$ cat src/rtl/dprb_pkg.sv
/*
  Shared constants of the DSP port register bank: register addresses,
  field positions, widths and reset values.
  Assumes nothing beyond a SystemVerilog compiler; holds definitions only.
*/
package dprb_pkg;

  // Port geometry.
  localparam int DATA_W = 10;
  localparam int ADDR_W = 4;

  // Register addresses on the DSP port.
  localparam logic [3:0] ADDR_WIDEBAND_DATA = 4'h0;
  localparam logic [3:0] ADDR_WIDEBAND_CONTROL = 4'h1;
  localparam logic [3:0] ADDR_RX_INPHASE_SAMPLE = 4'h2;
  localparam logic [3:0] ADDR_RX_QUADRATURE_SAMPLE = 4'h3;
  localparam logic [3:0] ADDR_TX_INPHASE_DATA = 4'h4;
  localparam logic [3:0] ADDR_TX_QUADRATURE_DATA = 4'h5;
  localparam logic [3:0] ADDR_MAILBOX_QUEUE_PORT = 4'h6;
  localparam logic [3:0] ADDR_INTERRUPT_CONTROL = 4'h7;
  localparam logic [3:0] ADDR_SYMBOL_TIMING_ADJUST = 4'h8;
  localparam logic [3:0] ADDR_GAIN_CONTROL_DAC = 4'h9;
  localparam logic [3:0] ADDR_FREQUENCY_CONTROL_DAC = 4'hA;
  localparam logic [3:0] ADDR_POWER_CONTROL_DAC = 4'hB;
  localparam logic [3:0] ADDR_MISC_STATUS_CONTROL = 4'hC;
  localparam logic [3:0] ADDR_BURST_OFFSET = 4'hD;

  // Wide-band data: received bits sit in 9..2, newest at the top.
  localparam int WB_DATA_LSB = 2;
  localparam int WB_DATA_W = 8;

  // Wide-band control fields.
  localparam int WBC_LOCKED = 9;
  localparam int WBC_ENABLE = 8;
  localparam int WBC_BW_LSB = 5;
  localparam int WBC_BW_W = 3;
  localparam logic WB_ENABLE_RST = 1'h0;
  localparam logic [2:0] WB_BW_RST = 3'h6;

  // Interrupt control fields.
  localparam int IRQ_CLEAR_WB = 9;
  localparam int IRQ_SYM_DISABLE = 8;
  localparam int IRQ_CLEAR_C = 7;
  localparam int IRQ_SEND_D = 6;
  localparam int IRQ_SEND_F = 5;
  localparam logic SYM_DISABLE_RST = 1'h1;

  // Miscellaneous status/control fields.
  localparam int MSC_TRANSMIT_GO = 9;
  localparam int MSC_MODE = 8;
  localparam int MSC_SPEECH_CODEC = 7;
  localparam int MSC_FM_VOICE = 6;
  localparam int MSC_FM_RECEIVER = 5;
  localparam int MSC_QUAD_RECEIVER = 4;
  localparam int MSC_TX_POWER = 3;
  localparam int MSC_GENERAL_OUT = 2;
  localparam int MSC_RX_OFFSET = 1;
  localparam int MSC_LOOPBACK = 0;
  localparam logic [9:0] MSC_RST = 10'h000;
  // Bits that read back; the general output is write-only.
  localparam logic [9:0] MSC_READ_MASK = 10'h3FB;

  // Burst offset field and the quarter-period divisor of the delay.
  localparam int BURST_W = 2;
  localparam int BURST_QUARTERS = 4;

  // Common reset value of data registers.
  localparam logic [9:0] WORD_RST = 10'h000;

endpackage : dprb_pkg

$ cat src/rtl/dprb_bank.sv
/*
  DSP port register bank: decode of the fourteen DSP locations, the
  wide-band, sample, transmit, DAC and control registers, mailbox queue
  access and the interrupt control/status bits.
  Assumes a synchronous DSP port: strobes are one-cycle pulses on clk_in,
  read data is returned on the edge after the read strobe, and the queue
  head word is valid whenever a read of the queue location is made.
*/
`timescale 1ns/1ps
module dprb_bank (
  // Clock and reset.
  input wire logic clk_in,
  input wire logic rst_n_in,
  // DSP register port.
  input wire logic [3:0] dsp_addr_in,
  input wire logic [9:0] dsp_wdata_in,
  input wire logic dsp_wr_in,
  input wire logic dsp_rd_in,
  output logic [9:0] dsp_rdata_out,
  // Wide-band demodulator side.
  input wire logic wideband_bit_in,
  input wire logic wideband_bit_valid_in,
  input wire logic wideband_locked_in,
  input wire logic wideband_irq_event_in,
  output logic wideband_enable_out,
  output logic [2:0] wideband_bandwidth_out,
  output logic wideband_irq_out,
  // Receive converter samples.
  input wire logic [9:0] rx_inphase_in,
  input wire logic [9:0] rx_quadrature_in,
  input wire logic rx_sample_valid_in,
  // Mailbox queues.
  input wire logic [9:0] mbox_head_in,
  output logic mbox_pop_out,
  output logic mbox_push_out,
  output logic [9:0] mbox_push_word_out,
  // Interrupts exchanged with the microcontroller side.
  input wire logic mc_send_c_in,
  input wire logic mc_clear_d_in,
  input wire logic mc_clear_f_in,
  output logic irq_c_out,
  output logic irq_d_out,
  output logic irq_f_out,
  // Symbol interrupt.
  input wire logic symbol_interrupt_in,
  output logic symbol_irq_out,
  // Transmit data paths.
  output logic [9:0] tx_dac_inphase_out,
  output logic [9:0] tx_dac_quadrature_out,
  output logic [9:0] modulator_data_out,
  output logic [1:0] burst_offset_code_out,
  // Timing and control DACs.
  output logic [9:0] symbol_timing_adjust_out,
  output logic [9:0] gain_dac_out,
  output logic [9:0] frequency_dac_out,
  output logic [9:0] power_dac_out,
  // Mode and power controls.
  output logic transmit_go_out,
  output logic mode_digital_out,
  output logic speech_codec_enable_out,
  output logic fm_voice_enable_out,
  output logic q_input_fm_select_out,
  output logic fm_receiver_enable_out,
  output logic quad_receiver_enable_out,
  output logic quad_side_enable_out,
  output logic transmitter_power_enable_out,
  output logic general_output_out,
  output logic receive_offset_measure_out,
  output logic analog_loopback_out,
  output logic rx_pins_connect_out
);

  typedef struct packed {
    logic [7:0] wb_data;
    logic wb_enable;
    logic [2:0] wb_bw;
    logic [9:0] rx_i;
    logic [9:0] rx_q;
    logic [9:0] tx_i;
    logic [9:0] tx_q;
    logic sym_disable;
    logic [9:0] timing_adj;
    logic [9:0] agc;
    logic [9:0] afc;
    logic [9:0] pwr;
    logic [9:0] misc;
    logic [1:0] burst;
    logic [9:0] rdata;
    logic push;
    logic [9:0] push_word;
  } dprb_bank_s;

  dprb_bank_s state;
  dprb_bank_s next_state;

  logic wr_irq;
  logic clr_wb;
  logic clr_c;
  logic send_d;
  logic send_f;
  logic pend_wb;
  logic pend_c;
  logic pend_d;
  logic pend_f;
  logic [9:0] irq_read;
  logic [9:0] wbc_read;

  // Writes to interrupt control act on the clear and send bits only when written as one.
  // zero has no effect there; the symbol disable takes the written bit
  assign wr_irq = dsp_wr_in && (dsp_addr_in == dprb_pkg::ADDR_INTERRUPT_CONTROL);
  assign clr_wb = wr_irq && dsp_wdata_in[dprb_pkg::IRQ_CLEAR_WB];
  assign clr_c = wr_irq && dsp_wdata_in[dprb_pkg::IRQ_CLEAR_C];
  assign send_d = wr_irq && dsp_wdata_in[dprb_pkg::IRQ_SEND_D];
  assign send_f = wr_irq && dsp_wdata_in[dprb_pkg::IRQ_SEND_F];

  // Wide-band interrupt toward the DSP.
  dprb_irq_flag u_flag_wb (
    .clk_in(clk_in),
    .rst_n_in(rst_n_in),
    .set_in(wideband_irq_event_in),
    .clear_in(clr_wb),
    .pending_out(pend_wb)
  );

  // Interrupt C, raised by the microcontroller side toward the DSP.
  dprb_irq_flag u_flag_c (
    .clk_in(clk_in),
    .rst_n_in(rst_n_in),
    .set_in(mc_send_c_in),
    .clear_in(clr_c),
    .pending_out(pend_c)
  );

  // Interrupt D, raised by the DSP toward the microcontroller.
  dprb_irq_flag u_flag_d (
    .clk_in(clk_in),
    .rst_n_in(rst_n_in),
    .set_in(send_d),
    .clear_in(mc_clear_d_in),
    .pending_out(pend_d)
  );

  // Interrupt F, raised by the DSP toward the microcontroller.
  dprb_irq_flag u_flag_f (
    .clk_in(clk_in),
    .rst_n_in(rst_n_in),
    .set_in(send_f),
    .clear_in(mc_clear_f_in),
    .pending_out(pend_f)
  );

  // Symbol interrupt gate toward the DSP.
  // disable gates symbol interrupt
  dprb_symbol_gate u_symbol_gate (
    .clk_in(clk_in),
    .rst_n_in(rst_n_in),
    .symbol_raw_in(symbol_interrupt_in),
    .disable_in(state.sym_disable),
    .symbol_irq_out(symbol_irq_out)
  );

  // Read images of the two mixed registers; unlisted bits stay zero.
  // pending reads as one
  always_comb begin
    irq_read = dprb_pkg::WORD_RST;
    irq_read[dprb_pkg::IRQ_CLEAR_WB] = pend_wb;
    irq_read[dprb_pkg::IRQ_SYM_DISABLE] = state.sym_disable;
    irq_read[dprb_pkg::IRQ_CLEAR_C] = pend_c;
    irq_read[dprb_pkg::IRQ_SEND_D] = pend_d;
    irq_read[dprb_pkg::IRQ_SEND_F] = pend_f;
    wbc_read = dprb_pkg::WORD_RST;
    wbc_read[dprb_pkg::WBC_LOCKED] = wideband_locked_in;
    wbc_read[dprb_pkg::WBC_ENABLE] = state.wb_enable;
    wbc_read[dprb_pkg::WBC_BW_LSB +: dprb_pkg::WBC_BW_W] = state.wb_bw;
  end

  // Next-state logic for the whole bank.
  always_comb begin
    next_state = state;
    next_state.push = 1'h0;
    // newest bit enters at wb_data bit 7, read back as bit 9
    if (wideband_bit_valid_in) begin
      next_state.wb_data = {wideband_bit_in, state.wb_data[dprb_pkg::WB_DATA_W-1:1]};
    end
    if (rx_sample_valid_in) begin
      next_state.rx_i = rx_inphase_in;
      next_state.rx_q = rx_quadrature_in;
    end
    if (dsp_wr_in) begin
      case (dsp_addr_in)
        dprb_pkg::ADDR_WIDEBAND_CONTROL: begin
          next_state.wb_enable = dsp_wdata_in[dprb_pkg::WBC_ENABLE];
          next_state.wb_bw = dsp_wdata_in[dprb_pkg::WBC_BW_LSB +: dprb_pkg::WBC_BW_W];
        end
        dprb_pkg::ADDR_TX_INPHASE_DATA: begin
          next_state.tx_i = dsp_wdata_in;
        end
        dprb_pkg::ADDR_TX_QUADRATURE_DATA: begin
          next_state.tx_q = dsp_wdata_in;
        end
        dprb_pkg::ADDR_MAILBOX_QUEUE_PORT: begin
          next_state.push = 1'h1;
          next_state.push_word = dsp_wdata_in;
        end
        dprb_pkg::ADDR_INTERRUPT_CONTROL: begin
          next_state.sym_disable = dsp_wdata_in[dprb_pkg::IRQ_SYM_DISABLE];
        end
        dprb_pkg::ADDR_SYMBOL_TIMING_ADJUST: begin
          next_state.timing_adj = dsp_wdata_in;
        end
        dprb_pkg::ADDR_GAIN_CONTROL_DAC: begin
          next_state.agc = dsp_wdata_in;
        end
        dprb_pkg::ADDR_FREQUENCY_CONTROL_DAC: begin
          next_state.afc = dsp_wdata_in;
        end
        dprb_pkg::ADDR_POWER_CONTROL_DAC: begin
          next_state.pwr = dsp_wdata_in;
        end
        dprb_pkg::ADDR_MISC_STATUS_CONTROL: begin
          next_state.misc = dsp_wdata_in;
        end
        dprb_pkg::ADDR_BURST_OFFSET: begin
          next_state.burst = dsp_wdata_in[dprb_pkg::BURST_W-1:0];
        end
        default: begin
          next_state.push = 1'h0;
        end
      endcase
    end
    if (dsp_rd_in) begin
      case (dsp_addr_in)
        dprb_pkg::ADDR_WIDEBAND_DATA: begin
          next_state.rdata = {state.wb_data, 2'h0};
        end
        dprb_pkg::ADDR_WIDEBAND_CONTROL: begin
          next_state.rdata = wbc_read;
        end
        dprb_pkg::ADDR_RX_INPHASE_SAMPLE: begin
          next_state.rdata = state.rx_i;
        end
        dprb_pkg::ADDR_RX_QUADRATURE_SAMPLE: begin
          next_state.rdata = state.rx_q;
        end
        dprb_pkg::ADDR_MAILBOX_QUEUE_PORT: begin
          next_state.rdata = mbox_head_in;
        end
        dprb_pkg::ADDR_INTERRUPT_CONTROL: begin
          next_state.rdata = irq_read;
        end
        dprb_pkg::ADDR_MISC_STATUS_CONTROL: begin
          next_state.rdata = state.misc & dprb_pkg::MSC_READ_MASK;
        end
        default: begin
          // Write-only and unmapped locations read as zero.
          next_state.rdata = dprb_pkg::WORD_RST;
        end
      endcase
    end
  end

  // State register; the symbol disable resets to one and the wide-band bandwidth to 6.
  // disable set at reset
  always_ff @(posedge clk_in or negedge rst_n_in) begin
    if (!rst_n_in) begin
      state <= '0;
      state.sym_disable <= dprb_pkg::SYM_DISABLE_RST;
      state.wb_enable <= dprb_pkg::WB_ENABLE_RST;
      state.wb_bw <= dprb_pkg::WB_BW_RST;
      state.misc <= dprb_pkg::MSC_RST;
    end else begin
      state <= next_state;
    end
  end

  // Register port and queue outputs.
  assign dsp_rdata_out = state.rdata;
  assign mbox_pop_out = dsp_rd_in && (dsp_addr_in == dprb_pkg::ADDR_MAILBOX_QUEUE_PORT);
  assign mbox_push_out = state.push;
  assign mbox_push_word_out = state.push_word;

  // Interrupt pins follow the pending flags.
  assign wideband_irq_out = pend_wb;
  assign irq_c_out = pend_c;
  assign irq_d_out = pend_d;
  assign irq_f_out = pend_f;

  // Wide-band module controls.
  assign wideband_enable_out = state.wb_enable;
  assign wideband_bandwidth_out = state.wb_bw;

  // Transmit routing depends on mode; unused paths are held at zero so
  // a stale word is never driven into a converter that is not in use.
  // analog feeds DACs
  assign tx_dac_inphase_out = mode_digital_out ? dprb_pkg::WORD_RST : state.tx_i;
  assign tx_dac_quadrature_out = mode_digital_out ? dprb_pkg::WORD_RST : state.tx_q;
  assign modulator_data_out = mode_digital_out ? state.tx_i : dprb_pkg::WORD_RST;
  assign burst_offset_code_out = state.burst;

  // Timing adjust and DAC words.
  assign symbol_timing_adjust_out = state.timing_adj;
  assign gain_dac_out = state.agc;
  assign frequency_dac_out = state.afc;
  assign power_dac_out = state.pwr;

  // Mode and burst control.
  // mode select
  assign mode_digital_out = state.misc[dprb_pkg::MSC_MODE];
  // burst follows transmit-go in digital mode
  assign transmit_go_out = state.misc[dprb_pkg::MSC_TRANSMIT_GO] && mode_digital_out;

  // Power and routing controls.
  // codec clocks
  assign speech_codec_enable_out = state.misc[dprb_pkg::MSC_SPEECH_CODEC];
  assign fm_voice_enable_out = state.misc[dprb_pkg::MSC_FM_VOICE];
  assign q_input_fm_select_out = state.misc[dprb_pkg::MSC_FM_VOICE];
  assign fm_receiver_enable_out = state.misc[dprb_pkg::MSC_FM_RECEIVER];
  assign quad_receiver_enable_out = state.misc[dprb_pkg::MSC_QUAD_RECEIVER];
  // quadrature side also enabled by FM voice
  assign quad_side_enable_out = state.misc[dprb_pkg::MSC_QUAD_RECEIVER] ||
    state.misc[dprb_pkg::MSC_FM_VOICE];
  assign transmitter_power_enable_out = state.misc[dprb_pkg::MSC_TX_POWER];
  assign general_output_out = state.misc[dprb_pkg::MSC_GENERAL_OUT];
  assign receive_offset_measure_out = state.misc[dprb_pkg::MSC_RX_OFFSET];
  assign analog_loopback_out = state.misc[dprb_pkg::MSC_LOOPBACK];
  // pins disconnected in offset or loopback
  assign rx_pins_connect_out = !(state.misc[dprb_pkg::MSC_RX_OFFSET] ||
    state.misc[dprb_pkg::MSC_LOOPBACK]);

endmodule : dprb_bank

$ cat src/rtl/dprb_irq_flag.sv
/*
  One pending-interrupt flag: set by an event, cleared by a request.
  Assumes set and clear are one-cycle pulses synchronous to clk_in.
*/
`timescale 1ns/1ps
module dprb_irq_flag (
  // Clock and reset.
  input wire logic clk_in,
  input wire logic rst_n_in,
  // Set and clear requests.
  input wire logic set_in,
  input wire logic clear_in,
  // Pending level.
  output logic pending_out
);

  typedef struct packed {
    logic pending;
  } dprb_flag_s;

  dprb_flag_s state;
  dprb_flag_s next_state;

  // A set arriving with a clear wins, so no event is ever lost.
  always_comb begin
    next_state = state;
    if (clear_in) begin
      next_state.pending = 1'h0;
    end
    if (set_in) begin
      next_state.pending = 1'h1;
    end
  end

  // State register.
  always_ff @(posedge clk_in or negedge rst_n_in) begin
    if (!rst_n_in) begin
      state <= '0;
    end else begin
      state <= next_state;
    end
  end

  assign pending_out = state.pending;

endmodule : dprb_irq_flag

$ cat src/rtl/dprb_symbol_gate.sv
/*
  Gate for the symbol interrupt toward the DSP.
  Assumes the raw symbol interrupt is a level synchronous to clk_in.
*/
`timescale 1ns/1ps
module dprb_symbol_gate (
  // Clock and reset.
  input wire logic clk_in,
  input wire logic rst_n_in,
  // Raw symbol interrupt and the disable control.
  input wire logic symbol_raw_in,
  input wire logic disable_in,
  // Gated symbol interrupt.
  output logic symbol_irq_out
);

  typedef struct packed {
    logic gate_open;
    logic irq;
  } dprb_gate_s;

  dprb_gate_s state;
  dprb_gate_s next_state;

  // The gate moves only while the raw line is low, so a pulse is passed
  // whole or not at all and is never cut short.
  always_comb begin
    next_state = state;
    if (!symbol_raw_in) begin
      next_state.gate_open = !disable_in;
    end
    next_state.irq = symbol_raw_in && next_state.gate_open;
  end

  // State register; the gate starts closed as the disable starts set.
  always_ff @(posedge clk_in or negedge rst_n_in) begin
    if (!rst_n_in) begin
      state <= '0;
    end else begin
      state <= next_state;
    end
  end

  assign symbol_irq_out = state.irq;

endmodule : dprb_symbol_gate

$ cat config.mk
export PLATFORM = sky130hd
export DESIGN_NAME = dprb_bank
export DESIGN_NICKNAME = d
export VERILOG_FILES = /design/src/rtl/dprb_pkg.sv /design/src/rtl/dprb_bank.sv /design/src/rtl/dprb_irq_flag.sv /design/src/rtl/dprb_symbol_gate.sv
export SDC_FILE = /design/constraint.sdc
export NUM_CORES = 1
export LEC_CHECK = 0
export BUFFER_PORTS_ARGS = -buffer_cell sky130_fd_sc_hd__clkbuf_2
export CAP_MARGIN = 20
export CORE_MARGIN = 2
export CORE_UTILIZATION = 42
export CTS_CLUSTER_SIZE = 8
export DETAILED_ROUTE_END_ITERATION = 16
export PLACE_DENSITY_LB_ADDON = 0.12
export SLEW_MARGIN = 25
export SYNTH_ARGS = -nofsm -noshare
export SYNTH_HDL_FRONTEND = slang
export SYNTH_SLANG_ARGS = --single-unit
export TNS_END_PERCENT = 50
$ cat constraint.sdc
create_clock -name clk_in -period 1 [get_ports clk_in]
set_input_delay 0.2 -clock clk_in [delete_from_list [all_inputs] [get_ports clk_in]]
set_output_delay 0.2 -clock clk_in [all_outputs]
set_load 0.03 [all_outputs]
==> results of run 1 <==
==> registers in the layout (all words and copies together) (netlist names), 2 cells and up <==
register	flops
gain_dac_out	10
state	49
wideband_bandwidth_out	3
mbox_push_word_out	10
dsp_rdata_out	10
frequency_dac_out	10
power_dac_out	10
burst_offset_code_out	2
symbol_timing_adjust_out	10
==> what timing repair did <==
action	4_1_cts	5_1_grt
endpoints found under the hold margin	144	0
setup buffers	37	14
endpoints found under the setup margin	199	201
resized for setup	287	131
pin swaps	9	12
hold buffers	13	0
==> synth_stat cells, types with 2 or more instances <==
master	n
sky130_fd_sc_hd__o22a_1	2
sky130_fd_sc_hd__nor2_1	6
sky130_fd_sc_hd__nand2_1	10
sky130_fd_sc_hd__a21o_1	2
sky130_fd_sc_hd__nand2b_1	3
sky130_fd_sc_hd__inv_1	15
sky130_fd_sc_hd__a2bb2oi_1	4
sky130_fd_sc_hd__mux2i_1	11
sky130_fd_sc_hd__a21oi_1	3
sky130_fd_sc_hd__nor2_2	3
sky130_fd_sc_hd__clkbuf_1	12
sky130_fd_sc_hd__dfstp_2	3
sky130_fd_sc_hd__o21ai_0	5
sky130_fd_sc_hd__mux2_4	10
sky130_fd_sc_hd__buf_6	3
sky130_fd_sc_hd__and2_1	14
sky130_fd_sc_hd__o221a_2	5
sky130_fd_sc_hd__nand3b_1	3
sky130_fd_sc_hd__nor2b_1	23
sky130_fd_sc_hd__mux2_2	107
sky130_fd_sc_hd__o22ai_1	10
sky130_fd_sc_hd__buf_4	66
sky130_fd_sc_hd__dfrtp_1	129
sky130_fd_sc_hd__a22oi_1	3
sky130_fd_sc_hd__a32oi_1	5
sky130_fd_sc_hd__nand3_1	2
sky130_fd_sc_hd__buf_2	8
==> worst max-delay path, cell delays in order, from the launching register on <==
cell,delay (ns)
sky130_fd_sc_hd__dfrtp_2,0.42
sky130_fd_sc_hd__buf_12,0.20
sky130_fd_sc_hd__and2_1,0.16
sky130_fd_sc_hd__clkbuf_8,0.15
==> layer usage <==
metal,track usage,vias up
li1,-,2093
met3,0.05055,19
met2,0.3716,133
met4,0.08080,0
met5,0,-
met1,0.2983,2309
==> layout make-up <==
class / instances / area [sq um] / share of cell area
clock buffers: 19 / 452.9 / 0.04463
clock inverters: 13 / 133.9 / 0.01319
inverters: 15 / 56.30 / 0.005547
multi-input cells: 249 / 2658 / 0.2618
flip-flops and latches: 132 / 3311 / 0.3262
well taps: 184 / 230.2 / 0.02268
repair buffers: 300 / 3308 / 0.3259
==> through the flow <==
| step | setup WS, ns | utilization | setup TNS [ns] |
|---|---|---|---|
| 2_1_floorplan | -0.3839 | - | -34.06 |
| 3_3_place_gp | -0.5449 | 0.5229 | -52.06 |
| 3_5_place_dp | -0.5426 | 0.5229 | -53.16 |
| 4_1_cts | -0.5826 | 0.6754 | -39.22 |
| 5_1_grt | -0.6195 | 0.6983 | -42.95 |
| 6_report | -0.5753 | 0.6983 | -37.45 |
==> how the worst min path moves through the flow <==
stage | startpoint | end | slack, ns | cells after the start
floorplan | rst_n_in | analog_loopback_out$_DFFE_PN0P_ | -0.1 | 0
global placement | rst_n_in | state[106]$_DFFE_PN0P_ | 0.05 | 1
detailed placement | rst_n_in | state[106]$_DFFE_PN0P_ | 0.06 | 1
CTS | rx_inphase_in[6] | state[110]$_DFFE_PN0P_ | 0.001 | 2
global route | rx_quadrature_in[3] | state[97]$_DFFE_PN0P_ | 0.002 | 2
finish | rx_inphase_in[3] | state[107]$_DFFE_PN0P_ | 0.007 | 2
==> power groups by stage <==
stage | combinational (mW) | sequential [mW] | clock [mW]
detailed placement | 5.86 | 7.15 | 0
finish | 8.74 | 7.32 | 6.15
CTS | 8.04 | 7.15 | 6.25
global route | 9.12 | 7.44 | 6.55
global placement | 5.77 | 7.12 | 0
floorplan | 4.59 | 7.13 | 0
==> cells by family (layout without fill, tap and decap cells) <==
kind of cell | count (synthesis) | after routing | synth area share
buffers and inverters | 105 | 347 | 0.1076
AOI/OAI and AO/OA | 45 | 45 | 0.05492
DFF | 132 | 132 | 0.5279
and+or+nand+nor | 76 | 76 | 0.07570
muxes | 128 | 128 | 0.2339
==> placed cells by master (no fill, tap or decap), drive strengths merged, types with 6 or more instances in the layout <==
cell         instances
mux2i               11
clkinv               8
and2                14
o21ai                6
mux2               117
clkbuf              85
dlygate4sd3         13
buf                221
inv                 15
o22ai               10
nand2               10
dfrtp              129
nor2b               23
nor2                10
==> results list, run 1 <==
- Chip Width: 126.1 um
- Kind of critical path: reg2out
- 0 antenna diodes ended up in the layout.
- Minimum setup slack among reg-to-reg paths: -0.29 ns
- Via count of the first global-routing pass: 4963
* Die span in y: 126.1 um
- Worst relative slew slack: 0.7516
* Met2 wirelength from detailed routing: 8972 um
- The number of cells on the worst reg-to-reg path is 5.
- The flow ran to the end, but the final reports show violations.
* Global-route wire length before repair: 27400 um
- Port buffering added 172 buffers.
- At the worst endpoint, the arrival time is 1.38 ns.
* Final standard cell area without fillers: 0.01015 sq mm
- The most used flip-flop cell after synthesis is sky130_fd_sc_hd__dfrtp_1.
- Maximum VDD drop: 1265 uV
- For this run, the register share of the synthesized area comes to 0.5279.
- Via/cell ratio: 4.993
* Top Layer Used: met4
- Period minus WS final: 1.575 ns
* Layout Skew: 0.006890 ns
- Total power for the finished layout comes to 22.21 mW.
- Number of clock sinks seen by CTS: 132
* Final weighted congestion in routability-driven placement: 0.8164
* Timing endpoint of the critical path: modulator_data_out[8]
- The netlist uses 46 different library cells.
- The hold violation total from the final report came to 0.
- The synthesized design contains 132 register bits.
- For this run, the detailed router's first-pass iteration total came to 4.
- Violated checks: negative setup slack
- Setup violations remaining at the end of the flow were counted as 167.
- A synthesized cell averages 12.89 sq um.
- Hold timing on the final database bottoms out at a slack of 0.007459 ns.
- Of the available clock period, the critical path in the final layout requires 1.575.
- Placed cell count: 817
- The core region is 0.01453 sq mm.
- Part of the power in combinational logic: 0.394
- Clock-pin slew of the registers on the worst-case setup and hold paths: 0.06 ns
* Internal power of the cells: 15.09 mW
- Clock root buffer: sky130_fd_sc_hd__clkbuf_16
- Counting flops with an async set or reset pin after synthesis yields a share of 1.000.
- After floorplanning, the core was divided into 44 placement rows.
- Maximum achievable frequency: 634.8 MHz
- Slew at the pin with the worst max-slew slack: 0.3726 ns
- Source-to-sink clock delay at the later pin of the worst-skew pair: 0.43 ns
- Number of routed nets with antenna violations: 0
- TritonCTS built the clock tree.
- In this run the deepest clock path goes through 2 buffers.
- Detailed-route via count: 4554
- Of all cell types, the one taking the most synthesized area is sky130_fd_sc_hd__dfrtp_1.
- Tracing the worst setup path back leads to its startpoint at mode_digital_out$_DFFE_PN0P_.
* Synth area leaders: sky130_fd_sc_hd__dfrtp_1, sky130_fd_sc_hd__mux2_2, sky130_fd_sc_hd__buf_4
- Setup WS post-layout: -0.5753 ns
- When the netlist entered floorplanning its net count stood at 543.
- Sequential group share of total power: 0.329
- Filler cell count in the final layout: 1000
- Tightest Hold Check Type: in2reg
- Synth Warn #: 0
* Max-cap violation count: 0
- Endpoint kind of the worst setup timing path: output pin
- Category of the worst setup path launch point: flip-flop
- Largest net degree at the start of global routing: 44
- Of the total power, the share spent switching nets is 0.3207.
* CTS H-Tree Depth: 4
* Critical path peak fanout: 17
- The startpoint identified for the worst register-to-register timing path is mode_digital_out$_DFFE_PN0P_.
* Unrepaired setup endpoints after global routing: true
- Synth Instances: 486
* GRT Residual Overflow: 0
- The final count of pins violating max slew was 0.
- Effective utilization at floorplan: 0.4310
- Wire length on met3: 767 um
- 173 I/O pins were placed.
- After detailed routing, the number of remaining DRC violations is 0.
- Overall routing resource usage: 0.2270
- Wl on met1: 7779 um
- After legalization and detailed placement, the total HPWL measured 11670 um.
* Proportion of layout cells with a drive suffix above 1: 0.6896
- The analysis attributes to cell leakage a power of 4.753 nW.
- The routed design has 17820 um of wire.
- After synthesis the cells add up to 0.006265 sq mm.
- For this block, the initial DRC count from the detailed router was 184.
- Average routed wire per standard cell: 19.53 um
- Excluding fillers, the count of instances in the completed layout stands at 912.
- Total power per unit cell area: 2188 mW/mm^2
- Yosys top cell area share: 0.5153
- Die outline area: 0.01591 sq mm
- P_sw: 7.122 mW
- The share of total power dissipated in the clock network is 0.277.
* Data required time of the critical path: 0.80 ns
- Number of antenna violations at the first check in global routing: 0
- Compared with the post-synthesis result, the final layout area differs by 62.01%.
- NumNets Final: 772
* End of the worst register-to-register path: dsp_rdata_out[8]$_DFFE_PN0P_
- EDFF count, synth: 0
- The placed instances occupy a cell area of 0.007600 sq mm.
- Number of buffers created by CTS: 17
(Power assumes the default switching activity.)
==> run 2: changes to the inputs <==
--- a/config.mk
+++ b/config.mk
@@ -16,4 +16,3 @@
 export SYNTH_ARGS = -nofsm -noshare
 export SYNTH_HDL_FRONTEND = slang
 export SYNTH_SLANG_ARGS = --single-unit
-export TNS_END_PERCENT = 50
==> run 2 against run 1 <==
Against the previous run:
- the flow still finishes with violations (negative setup slack)
- global-route usage barely moved
- sequential share of layout area down 1.2 points
- design area up 3.8%
- worst hold slack improved by 0.0044 ns
- clock power up 3%
- combinational power rose by 3.7%
- maximum frequency is 0.71% lower
- die area did not move
- critical path type unchanged
- largest power group unchanged
==> results list, run 2 (synthesis gave the netlist of run 1 again) <==
- In this run the tightest slew margin relative to its limit is 0.7518.
- In this run the power spent charging and discharging nets is 7.199 mW.
- CP top delay family: flip-flops
- Timing analysis after detailed placement gives a worst setup slack of -0.5136 ns.
- Together, buffers and inverters on the worst path number 2.
- Commonest non-fill, non-tap cells in the layout: sky130_fd_sc_hd__dfrtp_1, sky130_fd_sc_hd__buf_8, sky130_fd_sc_hd__buf_4, sky130_fd_sc_hd__mux2_4, sky130_fd_sc_hd__clkbuf_2
- Of the total power, registers draw 0.325.
- Setup violations remaining at the end of the flow were counted as 184.
- Chip Width: 126.1 um
- Setup total negative slack on the finished layout was measured at -38.93 ns.
- The checks that failed: negative setup slack.
- Overall routing resource usage: 0.2275
- Of the total power, the share spent switching nets is 0.3160.
* Via/cell ratio: 5.050
- Once layout is complete, the cells apart from fillers number 920.
- Number of antenna violations at the first check in global routing: 0
- NumNets Final: 781
- Counting tap cells, the placed design contains a total of 813 instances.
- In this design, the stage delay of the slowest critical-path cell is 0.48 ns.
- Among all stages on the critical path, the largest delay is contributed by sky130_fd_sc_hd__dfrtp_2.
- Cell internal power was estimated by the tool at 15.58 mW.
- Category of the worst setup path launch point: flip-flop
- For this block, the initial DRC count from the detailed router was 318.
- Clock network power share: 0.277
- Setup WS post-layout: -0.5866 ns
- Post-placement cell area: 0.007692 sq mm
* Final weighted congestion in routability-driven placement: 0.8567
- In this run the remaining antenna-violating nets after routing total 0.
* Source-to-sink clock delay at the later pin of the worst-skew pair: 0.42 ns
- Counting along the longest clock path gives a buffer depth of 2.
- The pre-antenna-repair detailed-routing pass consisted of 4 iterations.
- Area growth, synth to finish: 68.12%
* Die outline area: 0.01591 sq mm
* Via count of the first global-routing pass: 4923
- Run status: finished with violations
- After routing the design area is 0.01053 sq mm.
- Data required time of the critical path: 0.80 ns
* Number of core rows: 44
- More flip-flops sit in one register than any other, and that register is state.
* Final-report max-slew violation count: 0
- Unrepaired setup endpoints after global routing: true
- The tree is rooted in a sky130_fd_sc_hd__clkbuf_16.
- Maximum achievable frequency: 630.3 MHz
- For this configuration, the core starts out at a cell density of 0.4310.
* Max reg flops: 49
* Floorplan Core Area: 0.01453 sq mm
- Drt total wl: 18630 um
- From bottom edge to top edge, the die measures 126.1 um.
- After legalization and detailed placement, the total HPWL measured 11530 um.
* Fin util: 0.7247
- Largest net degree at the start of global routing: 36
- After detailed routing, the average wire length per cell comes to 20.25 um.
- Critical path peak fanout: 6
* Number of hold violations in the final report: 0
- CTS H-Tree Depth: 4
- Slew at the pin with the worst max-slew slack: 0.3722 ns
- Clock-pin slew of the registers on the worst-case setup and hold paths: 0.05 ns
- In this run, CTS created clock tree buffers numbering 17.
* Layout Skew: 0.006821 ns
* Worst path arrival time: 1.39 ns
* Proportion of layout cells with a drive suffix above 1: 0.7296
- In this run the worst hold path is classified as in2reg.
* Period minus WS final: 1.587 ns
- Of the total power, combinational logic draws 0.398.
- STA classifies the critical path endpoint as an output pin.
- Detailed routing inserted a total of 4646 vias.
- The first global-routing pass estimated 27720 um of wire.
* GRT Residual Overflow: 0
- IR analysis of the VDD net gives a maximum drop of 1431 uV.
- CTS tree: done
- In this run the tool buffered the top-level ports with 172 buffer cells.
- Drt drc: 0
* Total power per unit cell area: 2163 mW/mm^2
- Most common cell after layout, fill and taps aside: sky130_fd_sc_hd__dfrtp_1
- Number of clock sinks seen by CTS: 132
* Cells along the critical path: buf_6 -> nor2b_4 -> clkbuf_4
- Dividing the final minimum period by the clock period gives 1.587.
- For this design the static power due to leakage is 4.958 nW.
- Antenna diode count: 0
* Io pins: 173
* Max-cap violation count: 0
- Kind of critical path: reg2out
run 2: changes by cell type in the layout (fill, tap and decap cells not counted), moves of 5 or more:
| cell | before | now |
|---|---|---|
| sky130_fd_sc_hd__clkbuf_8 | 16 | 10 |
| sky130_fd_sc_hd__mux2_4 | 38 | 78 |
| sky130_fd_sc_hd__mux2_2 | 79 | 39 |
| sky130_fd_sc_hd__buf_4 | 78 | 83 |
| sky130_fd_sc_hd__buf_6 | 26 | 35 |
run 2: path summary, 6_finish.rpt:
| check | startpoint | endpoint | slack, ns | depth (start not counted) |
|---|---|---|---|---|
| worst max-delay path | mode_digital_out$_DFFE_PN0P_ | tx_dac_quadrature_out[8] | -0.59 | 3 |
| worst min-delay path | rx_inphase_in[5] | state[109]$_DFFE_PN0P_ | 0.01 | 2 |
| worst max register to register | mode_digital_out$_DFFE_PN0P_ | dsp_rdata_out[8]$_DFFE_PN0P_ | -0.28 | 5 |
| worst min register to register | u_symbol_gate.state[1]$_DFF_PN0_ | u_symbol_gate.symbol_irq_out$_DFF_PN0_ | 0.48 | 1 |
| max in group asynchronous | rst_n_in | wideband_bandwidth_out[1]$_DFFE_PN1P_ | 0.27 | 3 |
| min in group asynchronous | rst_n_in | state[95]$_DFFE_PN0P_ | 0.22 | 2 |
run 2: metrics by stage:
| step | hold WS, ns | total power, mW |
|---|---|---|
| after global placement | 0.08746 | 13.08 |
| after floorplan | -0.09559 | 12.02 |
| final | 0.01182 | 22.78 |
| after CTS | 0.001841 | 21.64 |
| after global routing | 0.002653 | 23.64 |
| after detailed placement | 0.09286 | 13.18 |
run 2: power by group through the flow:
stage          combinational (mW)  clock, mW  sequential (mW)
3_5_place_dp                 5.97          0             7.21
6_report                     9.06       6.31             7.41
5_1_grt                      9.46       6.64             7.53
3_3_place_gp                 5.90          0             7.18
2_1_floorplan                4.85          0             7.18
4_1_cts                      8.05       6.41             7.18
run 2: final cells by class:
type | count | area (sq um)
Tap cell | 184 | 230.2
Sequential cell | 132 | 3314
Clock buffer | 22 | 464.2
Timing Repair Buffer | 308 | 3377
Multi-Input combinational cell | 250 | 2962
Inverter | 15 | 56.30
Clock inverter | 9 | 128.9
Fill cell | 956 | 4001
run 2: routing by layer:
layer | global-route usage | vias up | routed length, um
li1 | - | 2105 | -
met3 | 0.05692 | 25 | 976
met4 | 0.06529 | 0 | 325
met2 | 0.3792 | 131 | 9595
met1 | 0.2956 | 2385 | 7732
met5 | 0 | - | 0
run 2: repair_timing:
item / 4_1_cts / 5_1_grt
endpoints found under the setup margin: 155 / 211
hold endpoints to repair: 138 / 0
setup buffers: 46 / 20
gates cloned: 2 / 5
hold buffers: 9 / 0
gates resized for setup: 275 / 181
pin swaps: 14 / 12
